## src/shared/lcdio_map.svh

```systemverilog
// Register indices, address width, reset values and segment ranges of the shared LCD ports.
`ifndef LCDIO_MAP_SVH
`define LCDIO_MAP_SVH

`define LCDIO_IDX_P5_DATA    16'hFFD8
`define LCDIO_IDX_P6_DATA    16'hFFD9
`define LCDIO_IDX_P7_DATA    16'hFFDA
`define LCDIO_IDX_P5_PULLUP  16'hFFE2
`define LCDIO_IDX_P6_PULLUP  16'hFFE3
`define LCDIO_IDX_P5_DIR     16'hFFE8
`define LCDIO_IDX_P6_DIR     16'hFFE9
`define LCDIO_IDX_P7_DIR     16'hFFEA
`define LCDIO_IDX_P5_FUNC    16'hFFCC

`define LCDIO_ADDR_W         18
`define LCDIO_REG_RESET      8'h00
`define LCDIO_WO_READ        8'hFF

`define LCDIO_P5_HI_LO       4'h2
`define LCDIO_P5_HI_HI       4'h9
`define LCDIO_P5_LO_LO       4'h1
`define LCDIO_P5_LO_HI       4'h8
`define LCDIO_P6_HI_LO       4'h4
`define LCDIO_P6_HI_HI       4'hB
`define LCDIO_P6_LO_LO       4'h3
`define LCDIO_P6_LO_HI       4'hA
`define LCDIO_P7_HI_LO       4'h6
`define LCDIO_P7_HI_HI       4'hD
`define LCDIO_P7_LO_LO       4'h5
`define LCDIO_P7_LO_HI       4'hC

`endif

```

## src/shared/lcdio_pkg.sv

```systemverilog
// Types shared by the shared LCD port block.
package lcdio_pkg;
  typedef enum logic [2:0] {
    LCDIO_ACTIVE    = 3'h0,
    LCDIO_SUBACTIVE = 3'h1,
    LCDIO_SLEEP     = 3'h2,
    LCDIO_SUBSLEEP  = 3'h3,
    LCDIO_WATCH     = 3'h4,
    LCDIO_STANDBY   = 3'h5
  } lcdio_mode_t;
endpackage

```

## src/verilog/lcdio_ports.sv

```systemverilog
// Three 8-bit I/O ports sharing pins with LCD segment outputs, with an Avalon-MM register slave.
//
// Contract
// - Wake bit makes first-port pin active-low input.
// - First port upper half segments for 0010-1001.
// - First port lower half segments for 0001-1000.
// - Second port upper half segments for 0100-1011.
// - Second port lower half segments for 0011-1010.
// - Third port upper half segments for 0110-1101.
// - Third port lower half segments for 0101-1100.
// - Second port direction bit one means output.
// - Third port direction bit one means output.
// - Second port data read: latch or pin.
// - Third port data read: latch or pin.
// - Second, third direction registers read all ones.
// - Latch and direction only act on general pins.
// - Second port registers reset to zero.
// - Third port registers reset to zero.
// - Second port pull-up only for pulled-up inputs.
// - First port pull-up only for pulled-up inputs.
// - Pull-ups of first and second off after reset.
// - Float in reset/standby, hold in sleep modes.
// - Pulled-up pins show high in standby.
// - First port data read: latch or pin.
// - First port direction reads ones; registers reset zero.
`timescale 1ns/1ps
`include "lcdio_map.svh"

module lcdio_ports (
  input  wire logic                          i_clk,
  input  wire logic                          i_reset,
  input  wire logic                          i_clk_en,
  input  wire logic [`LCDIO_ADDR_W-1:0]      i_avs_address,
  input  wire logic                          i_avs_read,
  input  wire logic                          i_avs_write,
  input  wire logic [31:0]                   i_avs_writedata,
  input  wire logic [3:0]                    i_avs_byteenable,
  output logic      [31:0]                   o_avs_readdata,
  output logic                               o_avs_waitrequest,
  input  wire logic [3:0]                    i_segment_select_field,
  input  wire logic [2:0]                    i_power_mode,
  input  wire logic [23:0]                   i_segment_output,
  input  wire logic [23:0]                   i_pin,
  output logic      [23:0]                   o_pin,
  output logic      [23:0]                   o_pin_oe_n,
  output logic      [23:0]                   o_pullup_on,
  output logic      [7:0]                    o_wake_n
);

  // Register state: index 0 is the first port, 1 the second, 2 the third.
  logic [7:0]  port_data      [3];
  logic [7:0]  port_direction [3];
  logic [7:0]  port_pullup    [2];
  logic [7:0]  wake_select;
  logic [7:0]  next_port_data      [3];
  logic [7:0]  next_port_direction [3];
  logic [7:0]  next_port_pullup    [2];
  logic [7:0]  next_wake_select;

  // Bus handshake state.
  logic        ack;
  logic [7:0]  readdata;
  logic        next_ack;
  logic [7:0]  next_readdata;

  // Pin state, registered so retention modes can hold it.
  logic [23:0] pin_out;
  logic [23:0] pin_drive;
  logic [23:0] next_pin_out;
  logic [23:0] next_pin_drive;

  // Combinational per-pin decisions.
  logic [23:0] seg_sel;
  logic [23:0] gp_drive;
  logic [23:0] live_level;
  logic [23:0] pull_req;
  logic [7:0]  pin_read [3];

  lcdio_pkg::lcdio_mode_t mode;

  function automatic logic in_range(input logic [3:0] v, input logic [3:0] lo, input logic [3:0] hi);
    in_range = (v >= lo) && (v <= hi);
  endfunction

  function automatic logic [7:0] port_read(input logic [7:0] latch, input logic [7:0] dir,
                                           input logic [7:0] lvl);
    port_read = (latch & dir) | (lvl & ~dir);
  endfunction

  assign mode = lcdio_pkg::lcdio_mode_t'(i_power_mode);

  // Segment assignment per half port, four pins each.
  always_comb begin
    seg_sel[7:4]   = {4{in_range(i_segment_select_field, `LCDIO_P5_HI_LO, `LCDIO_P5_HI_HI)}};
    seg_sel[3:0]   = {4{in_range(i_segment_select_field, `LCDIO_P5_LO_LO, `LCDIO_P5_LO_HI)}};
    seg_sel[15:12] = {4{in_range(i_segment_select_field, `LCDIO_P6_HI_LO, `LCDIO_P6_HI_HI)}};
    seg_sel[11:8]  = {4{in_range(i_segment_select_field, `LCDIO_P6_LO_LO, `LCDIO_P6_LO_HI)}};
    seg_sel[23:20] = {4{in_range(i_segment_select_field, `LCDIO_P7_HI_LO, `LCDIO_P7_HI_HI)}};
    seg_sel[19:16] = {4{in_range(i_segment_select_field, `LCDIO_P7_LO_LO, `LCDIO_P7_LO_HI)}};
  end

  genvar gp;
  generate
    for (gp = 0; gp < 3; gp++) begin : g_port
      // A wake input never drives, whatever its direction bit says.
      if (gp == 0) begin : g_wake
        assign gp_drive[7:0] = port_direction[0] & ~wake_select;
      end else begin : g_plain
        assign gp_drive[gp*8 +: 8] = port_direction[gp];
      end
      // Pull-ups exist on the first two ports and only on input pins.
      if (gp < 2) begin : g_pull
        assign pull_req[gp*8 +: 8] = port_pullup[gp] & ~port_direction[gp];
      end else begin : g_nopull
        assign pull_req[gp*8 +: 8] = 8'h00;
      end
      assign live_level[gp*8 +: 8] = i_pin[gp*8 +: 8];
      assign pin_read[gp] = port_read(port_data[gp], port_direction[gp], live_level[gp*8 +: 8]);
    end
  endgenerate

  // Pin state: functional modes update, sleep-type modes hold, reset and standby float.
  always_comb begin
    next_pin_out   = pin_out;
    next_pin_drive = pin_drive;
    unique case (mode)
      lcdio_pkg::LCDIO_ACTIVE, lcdio_pkg::LCDIO_SUBACTIVE: begin
        for (int i = 0; i < 24; i++) begin
          if (seg_sel[i]) begin
            next_pin_out[i]   = i_segment_output[i];
            next_pin_drive[i] = 1'b1;
          end else begin
            next_pin_out[i]   = port_data[i / 8][i % 8];
            next_pin_drive[i] = gp_drive[i];
          end
        end
      end
      lcdio_pkg::LCDIO_SLEEP, lcdio_pkg::LCDIO_SUBSLEEP, lcdio_pkg::LCDIO_WATCH: begin
        next_pin_out   = pin_out;
        next_pin_drive = pin_drive;
      end
      lcdio_pkg::LCDIO_STANDBY: begin
        next_pin_out   = 24'h00_0000;
        next_pin_drive = 24'h00_0000;
      end
      default: begin
        next_pin_out   = 24'h00_0000;
        next_pin_drive = 24'h00_0000;
      end
    endcase
  end

  always_ff @(posedge i_clk) begin
    if (i_reset) begin
      pin_out   <= 24'h00_0000;
      pin_drive <= 24'h00_0000;
    end else if (i_clk_en) begin
      pin_out   <= next_pin_out;
      pin_drive <= next_pin_drive;
    end
  end

  // A pulled-up input keeps its pull-up in standby so the pin shows high.
  always_comb begin
    o_pin       = pin_out;
    o_pin_oe_n  = ~pin_drive;
    o_pullup_on = pull_req & ~pin_drive & ~seg_sel;
    o_wake_n    = i_pin[7:0] | ~wake_select | seg_sel[7:0];
  end

  // Register file: one wait state, then the access completes with waitrequest low.
  always_comb begin
    logic       wr;
    logic [7:0] wd;
    wr = i_avs_write && ack && i_avs_byteenable[0];
    wd = i_avs_writedata[7:0];
    next_ack = (i_avs_read || i_avs_write) && !ack;
    next_readdata = readdata;
    for (int p = 0; p < 3; p++) begin
      next_port_data[p]      = port_data[p];
      next_port_direction[p] = port_direction[p];
    end
    for (int p = 0; p < 2; p++) begin
      next_port_pullup[p] = port_pullup[p];
    end
    next_wake_select = wake_select;
    if (i_avs_read && !ack) begin
      unique case (i_avs_address)
        {`LCDIO_IDX_P5_DATA, 2'b00}:   next_readdata = pin_read[0];
        {`LCDIO_IDX_P6_DATA, 2'b00}:   next_readdata = pin_read[1];
        {`LCDIO_IDX_P7_DATA, 2'b00}:   next_readdata = pin_read[2];
        {`LCDIO_IDX_P5_PULLUP, 2'b00}: next_readdata = port_pullup[0];
        {`LCDIO_IDX_P6_PULLUP, 2'b00}: next_readdata = port_pullup[1];
        {`LCDIO_IDX_P5_DIR, 2'b00}:    next_readdata = `LCDIO_WO_READ;
        {`LCDIO_IDX_P6_DIR, 2'b00}:    next_readdata = `LCDIO_WO_READ;
        {`LCDIO_IDX_P7_DIR, 2'b00}:    next_readdata = `LCDIO_WO_READ;
        {`LCDIO_IDX_P5_FUNC, 2'b00}:   next_readdata = wake_select;
        default:                       next_readdata = 8'h00;
      endcase
    end
    if (wr) begin
      unique case (i_avs_address)
        {`LCDIO_IDX_P5_DATA, 2'b00}:   next_port_data[0] = wd;
        {`LCDIO_IDX_P6_DATA, 2'b00}:   next_port_data[1] = wd;
        {`LCDIO_IDX_P7_DATA, 2'b00}:   next_port_data[2] = wd;
        {`LCDIO_IDX_P5_PULLUP, 2'b00}: next_port_pullup[0] = wd;
        {`LCDIO_IDX_P6_PULLUP, 2'b00}: next_port_pullup[1] = wd;
        {`LCDIO_IDX_P5_DIR, 2'b00}:    next_port_direction[0] = wd;
        {`LCDIO_IDX_P6_DIR, 2'b00}:    next_port_direction[1] = wd;
        {`LCDIO_IDX_P7_DIR, 2'b00}:    next_port_direction[2] = wd;
        {`LCDIO_IDX_P5_FUNC, 2'b00}:   next_wake_select = wd;
        default:                       next_wake_select = wake_select;
      endcase
    end
  end

  always_ff @(posedge i_clk) begin
    if (i_reset) begin
      for (int p = 0; p < 3; p++) begin
        port_data[p]      <= `LCDIO_REG_RESET;
        port_direction[p] <= `LCDIO_REG_RESET;
      end
      for (int p = 0; p < 2; p++) begin
        port_pullup[p] <= `LCDIO_REG_RESET;
      end
      wake_select <= `LCDIO_REG_RESET;
      ack         <= 1'b0;
      readdata    <= 8'h00;
    end else if (i_clk_en) begin
      port_data      <= next_port_data;
      port_direction <= next_port_direction;
      port_pullup    <= next_port_pullup;
      wake_select    <= next_wake_select;
      ack            <= next_ack;
      readdata       <= next_readdata;
    end
  end

  assign o_avs_waitrequest = (i_avs_read || i_avs_write) && !ack;
  assign o_avs_readdata    = {24'h00_0000, readdata};

endmodule
```

## config.mk

```make
export PLATFORM = sky130hd
export DESIGN_NAME = lcdio_ports
export DESIGN_NICKNAME = d
export VERILOG_FILES = /design/src/shared/lcdio_pkg.sv /design/src/verilog/lcdio_ports.sv
export VERILOG_INCLUDE_DIRS = /design/src /design/src/shared
export SDC_FILE = /design/constraint.sdc
export NUM_CORES = 1
export LEC_CHECK = 0
export ABC_AREA = 1
export BUFFER_PORTS_ARGS = -buffer_cell sky130_fd_sc_hd__buf_2
export CELL_PAD_IN_SITES_DETAIL_PLACEMENT = 1
export CELL_PAD_IN_SITES_GLOBAL_PLACEMENT = 2
export CORE_MARGIN = 3
export CORE_UTILIZATION = 25
export CTS_CLUSTER_SIZE = 40
export DETAILED_ROUTE_END_ITERATION = 10
export HOLD_SLACK_MARGIN = 0.1
export PLACE_DENSITY = 0.76
export SLEW_MARGIN = 20
export SYNTH_ARGS = -nofsm -noshare
export SYNTH_HDL_FRONTEND = slang
export SYNTH_SLANG_ARGS = --single-unit
```

## constraint.sdc

```tcl
create_clock -name i_clk -period 4.3 [get_ports i_clk]
set_input_delay 0.86 -clock i_clk [delete_from_list [all_inputs] [get_ports i_clk]]
set_output_delay 0.86 -clock i_clk [all_outputs]
set_load 0.05 [all_outputs]
```

==> impl_metrics.py, run 1 <==
metrics = {
    "final_layout": {
        "utilization_pct": 32.1,
        "antenna_cells": 0,
        "nets": 1211,
        "fin_area_sq_um": 8170,
        "syn_to_final_growth_pct": 24.3,
        "drive_gt1_share_pct": 22.2,
    },
    "global_route": {
        "antenna_found_initial": 0,
        "grt_pass1_vias": 6866,
        "grt_pass1_wl_microns": 39600,
        "track_usage_pct": 18.1,
        "grt_max_degree": 52,
        "grt_overflow": 0,
    },
    "timing": {
        "hold_violations": 0,
        "setup_viol_count_final": 0,
        "tightest_slew_ns": 0.946,
        "finalClockSkew_ns": 0.00767,
        "fin_crit_sh_pct": 86.0,
        "fin_crit_ns": 3.70,
        "relSlewSlack_pct": 36.9,
        "setup_tns_ns": 0,
        "max_clock_freq_mhz": 270,
        "rsz0062_at_grt": "no",
        "drv_slew": 0,
    },
    "detailed_routing": {
        "via_per_inst": 4.64,
        "drc": 0,
        "ant_nets": 0,
        "wl_per_cell_microns": 17.8,
        "drtIter0Drc": 282,
        "routed_wl_microns": 25500,
        "vias": 6655,
        "drt_first_pass_iters": 4,
    },
    "yosys": {
        "synth_edf_count": 0,
        "ys_ff_latch": 129,
        "synth.distinct_cells": 33,
        "synth_top_area_share_pct": 39.3,
        "seq_area_frac_synth_pct": 39.3,
        "syn_area_sq_um": 6570,
        "yosys.area.top_type": "dfxtp_1",
        "yosys-top-cells-area": "dfxtp_1 (39%), a21oi_1 (9.8%), nand2_1 (8.6%)",
        "avgSynthCellArea_sq_um": 7.03,
        "async_flop_share_pct": 0,
        "yosysWarningCount": 0,
        "syn-instance-count": 935,
        "synthFlopType": "dfxtp_1",
    },
    "hold_path": {
        "hp-start": "o_pin[1]",
        "hp-class": "register to register",
    },
    "clock_tree": {
        "cts_resized": 0,
        "cts_sinks": 129,
        "cts_hold_buf": 0,
        "insertion_delay_ns": 0.43,
        "path_clk_slew_ns": 0.06,
        "postCtsSetupBuffers": 0,
        "cts_made_buffers": 17,
        "cts_tree": "built",
        "cts_buffer_depth": 2,
        "h-tree-depth": 4,
        "clockRootBuffer": "clkbuf_16",
    },
    "die": {
        "design.core.area_sq_um": 25500,
        "fp.dieArea_sq_um": 28300,
        "start_util_pct": 25.8,
        "num_io_pins": 227,
        "die_w_microns": 168,
        "num_rows": 58,
        "die_h_microns": 168,
    },
    "power_and_ir_drop": {
        "vdd.ir_drop.worst_uv": 203,
        "finalPower_mw": 3.00,
        "power_density_nw_per_um2": 368,
        "leakagePower_nw": 3.39,
    },
    "worst_setup_path": {
        "worstSetupPathType": "input port to primary output",
        "startpoint": "i_segment_select_field[2]",
        "arrival_ns": 2.84,
        "critPathLaunchType": "input port",
        "reg2reg_from": "ack",
        "cp_max_fo": 9,
        "cp-end-kind": "primary output",
        "cp.required_ns": 3.44,
    },
    "run_status": {
        "status": "finished, final reports clean",
    },
    "run": {
        "maxCapViolCount": 0,
    },
    "placement": {
        "port-buffer-count": 167,
        "gp_congestion": 0.851,
        "dp_hpwl_microns": 19300,
        "placed_cell_area_sq_um": 7610,
    },
}
-- synthesized netlist by cell type (2+ instances only) --
cell	number
a211oi_1	28
a21oi_1	128
buf_2	12
buf_4	33
clkbuf_1	22
dfxtp_1	129
ha_1	5
inv_1	131
inv_2	6
mux2i_1	6
nand2_1	151
nand2_2	6
nand3_1	49
nand3_2	6
nand3_4	2
nand4_1	8
nor2_1	56
nor2_2	4
nor2_4	4
nor3_1	9
nor3_2	2
nor3_4	3
nor4_1	4
o211ai_1	4
o21ai_0	109
o21ai_1	5
or2_2	7
-- worst paths after layout --
check                                      end  slack [ns]  cells past startpoint
worst max-delay path            o_pullup_on[8]        0.60                     11
worst min-delay path                  o_pin[1]        0.46                      2
worst max register to register    port_data[6]        2.32                      5
worst min register to register        o_pin[1]        0.46                      2
-- cell families (layout without fill, tap and decap cells) --
logic type,count (synthesis),in the layout,share of synthesized area [%]
compound gates,276,276,22.5
other cells,1,32,0.0571
fa+ha+maj,5,5,0.952
flops,129,129,39.3
buf+inv,206,343,13.9
simple gates,312,312,22.4
mux,6,6,0.914
-- registers in the layout (all words and copies together) (netlist names) --
signal,cells
readdata,8
port_direction,8
ack,1
o_pin,24
port_data,24
gp_drive,16
port_pullup,16
wake_select,8
pin_drive,24
-- area by class of cell --
cell class,instances,area (sq um)
timing repair buffer,175,896
fill,3244,17300
sequential,129,2580
clock buffer,25,505
tap,330,413
multi-input combinational,631,3200
clock inverter,5,52.6
inverter,138,518
-- cells in the final DEF, fill, tap and decap left out, types with 4 or more instances in the layout --
cell type and count:
nor2_2 4, buf_4 8, clkbuf_16 17, a21oi_1 128
nor3_1 9, o21ai_1 5, buf_2 167, nor2_1 56
o21ai_0 109, a211oi_1 28, nand3_2 6, nand3_1 49
nand4_1 8, inv_1 131, nand2_1 151, nor4_1 4
o211ai_1 4, dfxtp_1 129, nand2_2 6, mux2i_1 6
or2_2 7, clkbuf_8 5, inv_2 6, conb_1 32
ha_1 5, nor2_4 4
-- worst max-delay path, cell delays in order --
cell,delay (ns)
buf_2,0.13
inv_1,0.12
ha_1,0.18
nand2_1,0.08
nand2_1,0.07
o21ai_0,0.08
nand2_1,0.30
inv_1,0.22
or2_2,0.34
nor3_1,0.17
buf_2,0.30
-- routing by layer --
layer	wire length, microns	global-route usage (%)	up-vias
met1	12100	24.3	3148
met4	409	4.73	0
met3	1240	3.52	24
li1	-	-	3324
met5	0	0	-
met2	11800	29.9	159
-- per-stage QoR --
stage / instances / worst slack (ns) / hold WS, ns
floorplan: 966 / 0.518 / 0.439
global placement: 1403 / 0.616 / 0.450
detailed placement: 1403 / 0.590 / 0.452
CTS: 1433 / 0.582 / 0.461
global route: 1433 / 0.405 / 0.483
finish: 1433 / 0.602 / 0.461
-- report_power, final --
| group | leakage [nW] | total, mW | internal [mW] | switching [mW] |
|---|---|---|---|---|
| sequential | 1.04 | 1.22 | 1.21 | 0.00972 |
| combinational | 2.07 | 0.378 | 0.0859 | 0.293 |
| clock | 0.275 | 1.40 | 0.863 | 0.540 |
| total | 3.39 | 3.00 | 2.16 | 0.842 |
No activity file was read; power rests on OpenSTA's default activity.
==> run 2, diff against run 1 <==
BUFFER_PORTS_ARGS = default   (was -buffer_cell sky130_fd_sc_hd__buf_2)
DONT_BUFFER_PORTS = 1   (was default)
PLACE_DENSITY = 0.62   (was 0.76)
==> run 2 against run 1 <==
  * Critical endpoint unchanged
  * Clock-buffer cell count down 6
  * Maximum frequency rose by 6.0%
  * Non-clock buffer count fell by 152
  * Die area is the same
  * Highest routed layer is now met5
  * Worst hold slack lost 0.0025 ns
==> impl_metrics.py, run 2 (synthesized netlist as in run 1, its figures left out) <==
metrics = {
    "clock_tree": {
        "cts_made_buffers": 17,
        "cts_hold_buf": 0,
        "cts_buffer_depth": 2,
        "clockRootBuffer": "clkbuf_16",
        "postCtsSetupBuffers": 0,
        "path_clk_slew_ns": 0.06,
        "cts_resized": 0,
        "h-tree-depth": 4,
        "insertion_delay_ns": 0.42,
        "cts_tree": "built",
        "cts_sinks": 129,
    },
    "detailed_routing": {
        "vias": 6139,
        "routed_wl_microns": 26200,
        "wl_per_cell_microns": 20.4,
        "ant_nets": 0,
        "via_per_inst": 4.78,
        "drc": 0,
        "drt_first_pass_iters": 4,
        "drtIter0Drc": 296,
    },
    "power_and_ir_drop": {
        "clock_power_share_pct": 49.1,
        "leakagePower_nw": 2.79,
        "finalPower_mw": 2.99,
        "sw_frac_of_total_pct": 28.7,
        "power.internal_mw": 2.13,
        "power_frac_comb_pct": 8.9,
        "vdd.ir_drop.worst_uv": 179,
        "p_switching_uw": 858,
        "power_density_nw_per_um2": 396,
        "seqPwrFrac_pct": 42.0,
    },
    "hold_path": {
        "hp-start": "pin_drive[23]",
        "holdPathEnd": "pin_drive[23]",
        "hp-class": "register to register",
        "holdPathStages": 2,
    },
    "die": {
        "num_io_pins": 227,
        "fp.dieArea_sq_um": 28300,
        "design.core.area_sq_um": 25500,
        "die_h_microns": 168,
        "start_util_pct": 25.8,
        "die_w_microns": 168,
        "num_rows": 58,
    },
    "worst_setup_path": {
        "r2r_end": "port_data[7]",
        "cp_cell_sequence": "inv_1 -> ha_1 -> nand2_1 -> nand2_1 -> o21ai_0 -> nand2_1 -> inv_1 -> or2_2 -> nor3_2 -> buf_4",
        "cp.required_ns": 3.44,
        "worst_path_max_delay_cell": "nand2_1",
        "cpPeakStageDelay_ns": 0.38,
        "cp_common_cell": "nand2_1",
        "reg2reg_from": "ack",
        "cp-end-kind": "primary output",
        "cp_max_fo": 9,
        "r2r_slack_ns": 2.21,
        "critPathLaunchType": "input port",
        "arrival_ns": 2.63,
        "rr_worst_depth": 5,
        "worstSetupPathType": "input port to primary output",
    },
    "run": {
        "maxCapViolCount": 0,
    },
    "final_layout": {
        "fin_area_sq_um": 7530,
        "utilization_pct": 29.6,
        "layout_commonest_cell": "nand2_1",
        "drive_gt1_share_pct": 11.4,
        "instances_no_fill": 1284,
        "nets": 1059,
        "syn_to_final_growth_pct": 14.7,
        "final_cell_mix": "nand2_1 (151), inv_1 (130), dfxtp_1 (129)",
    },
    "placement": {
        "placed_cell_area_sq_um": 6950,
        "gp_congestion": 0.781,
        "dp_hpwl_microns": 19400,
        "port-buffer-count": 0,
        "dp.cells": 1251,
    },
    "run_status": {
        "status": "finished, final reports clean",
    },
    "global_route": {
        "grt_pass1_vias": 6181,
        "use_met2_pct": 28.7,
        "grtUsageMet1_pct": 25.3,
        "track_usage_pct": 18.3,
        "antenna_found_initial": 2,
        "top_usage_layer": "met2",
        "grt_max_degree": 82,
        "use_met3_pct": 4.95,
        "grt_overflow": 0,
        "grt_pass1_wl_microns": 39200,
    },
    "timing": {
        "fin_crit_ns": 3.49,
        "setup_viol_count_final": 0,
        "relSlewSlack_pct": 48.3,
        "fin_crit_sh_pct": 81.1,
        "finalClockSkew_ns": 0.00876,
        "max_clock_freq_mhz": 287,
        "hold_violations": 0,
        "tightest_slew_ns": 0.773,
        "rsz0062_at_grt": "no",
        "setup_tns_ns": 0,
        "drv_slew": 0,
    },
}
## run 2: cell count changes in the layout (fill, tap and decap cells not counted), sizes merged
cell and change:
bufinv +1, clkbuf -6, diode +1, clkinvlp +3
clkinv +4, buf -152
## run 2: power groups by stage
| stage | Clock [mW] | Sequential [mW] | Combinational (mW) |
|---|---|---|---|
| after floorplan | 0 | 1.28 | 0.238 |
| after global placement | 0 | 1.28 | 0.266 |
| after detailed placement | 0 | 1.28 | 0.268 |
| after CTS | 1.50 | 1.25 | 0.268 |
| after global routing | 1.54 | 1.25 | 0.293 |
| final | 1.47 | 1.25 | 0.266 |
## run 2: worst max-delay path: cells and delay by family
kind | cells | cell delay [ns]
AND/OR/NAND/NOR | 5 | 0.98
buffers and inverters | 3 | 0.52
adder cells (fa/ha/maj) | 1 | 0.19
AO/OA/AOI/OAI | 1 | 0.08
## run 2: worst max-delay path by stage
stage / cells past startpoint / startpoint / end
after floorplan: 7 / i_segment_select_field[2] / o_pullup_on[0]
after global placement: 10 / i_segment_select_field[2] / o_pullup_on[8]
after detailed placement: 10 / i_segment_select_field[2] / o_pullup_on[8]
after CTS: 10 / i_segment_select_field[2] / o_pullup_on[8]
after global routing: 10 / i_segment_select_field[2] / o_pullup_on[8]
final: 10 / i_segment_select_field[2] / o_pullup_on[8]
## run 2: layer usage
layer  wire length [microns]  vias up
met5                      13        -
met4                     220        2
met3                    1550       18
met2                   11800      158
met1                   12700     2934
li1                        -     3027
## run 2: cell type report
cell class,count,area [sq um]
diodes,1,2.50
multi-input cells,631,3270
clock inverters,13,136
clock buffers,19,443
repair buffers,23,173
flip-flops and latches,129,2580
well taps,330,413
inverters,138,518
fillers,3161,17900
## run 2: through the flow
stage               hold WS (ns)  setup WS (ns)
floorplan                  0.439          0.518
finish                     0.459          0.812
detailed placement         0.452          0.786
CTS                        0.460          0.783
global route               0.477          0.613
global placement           0.446          0.772
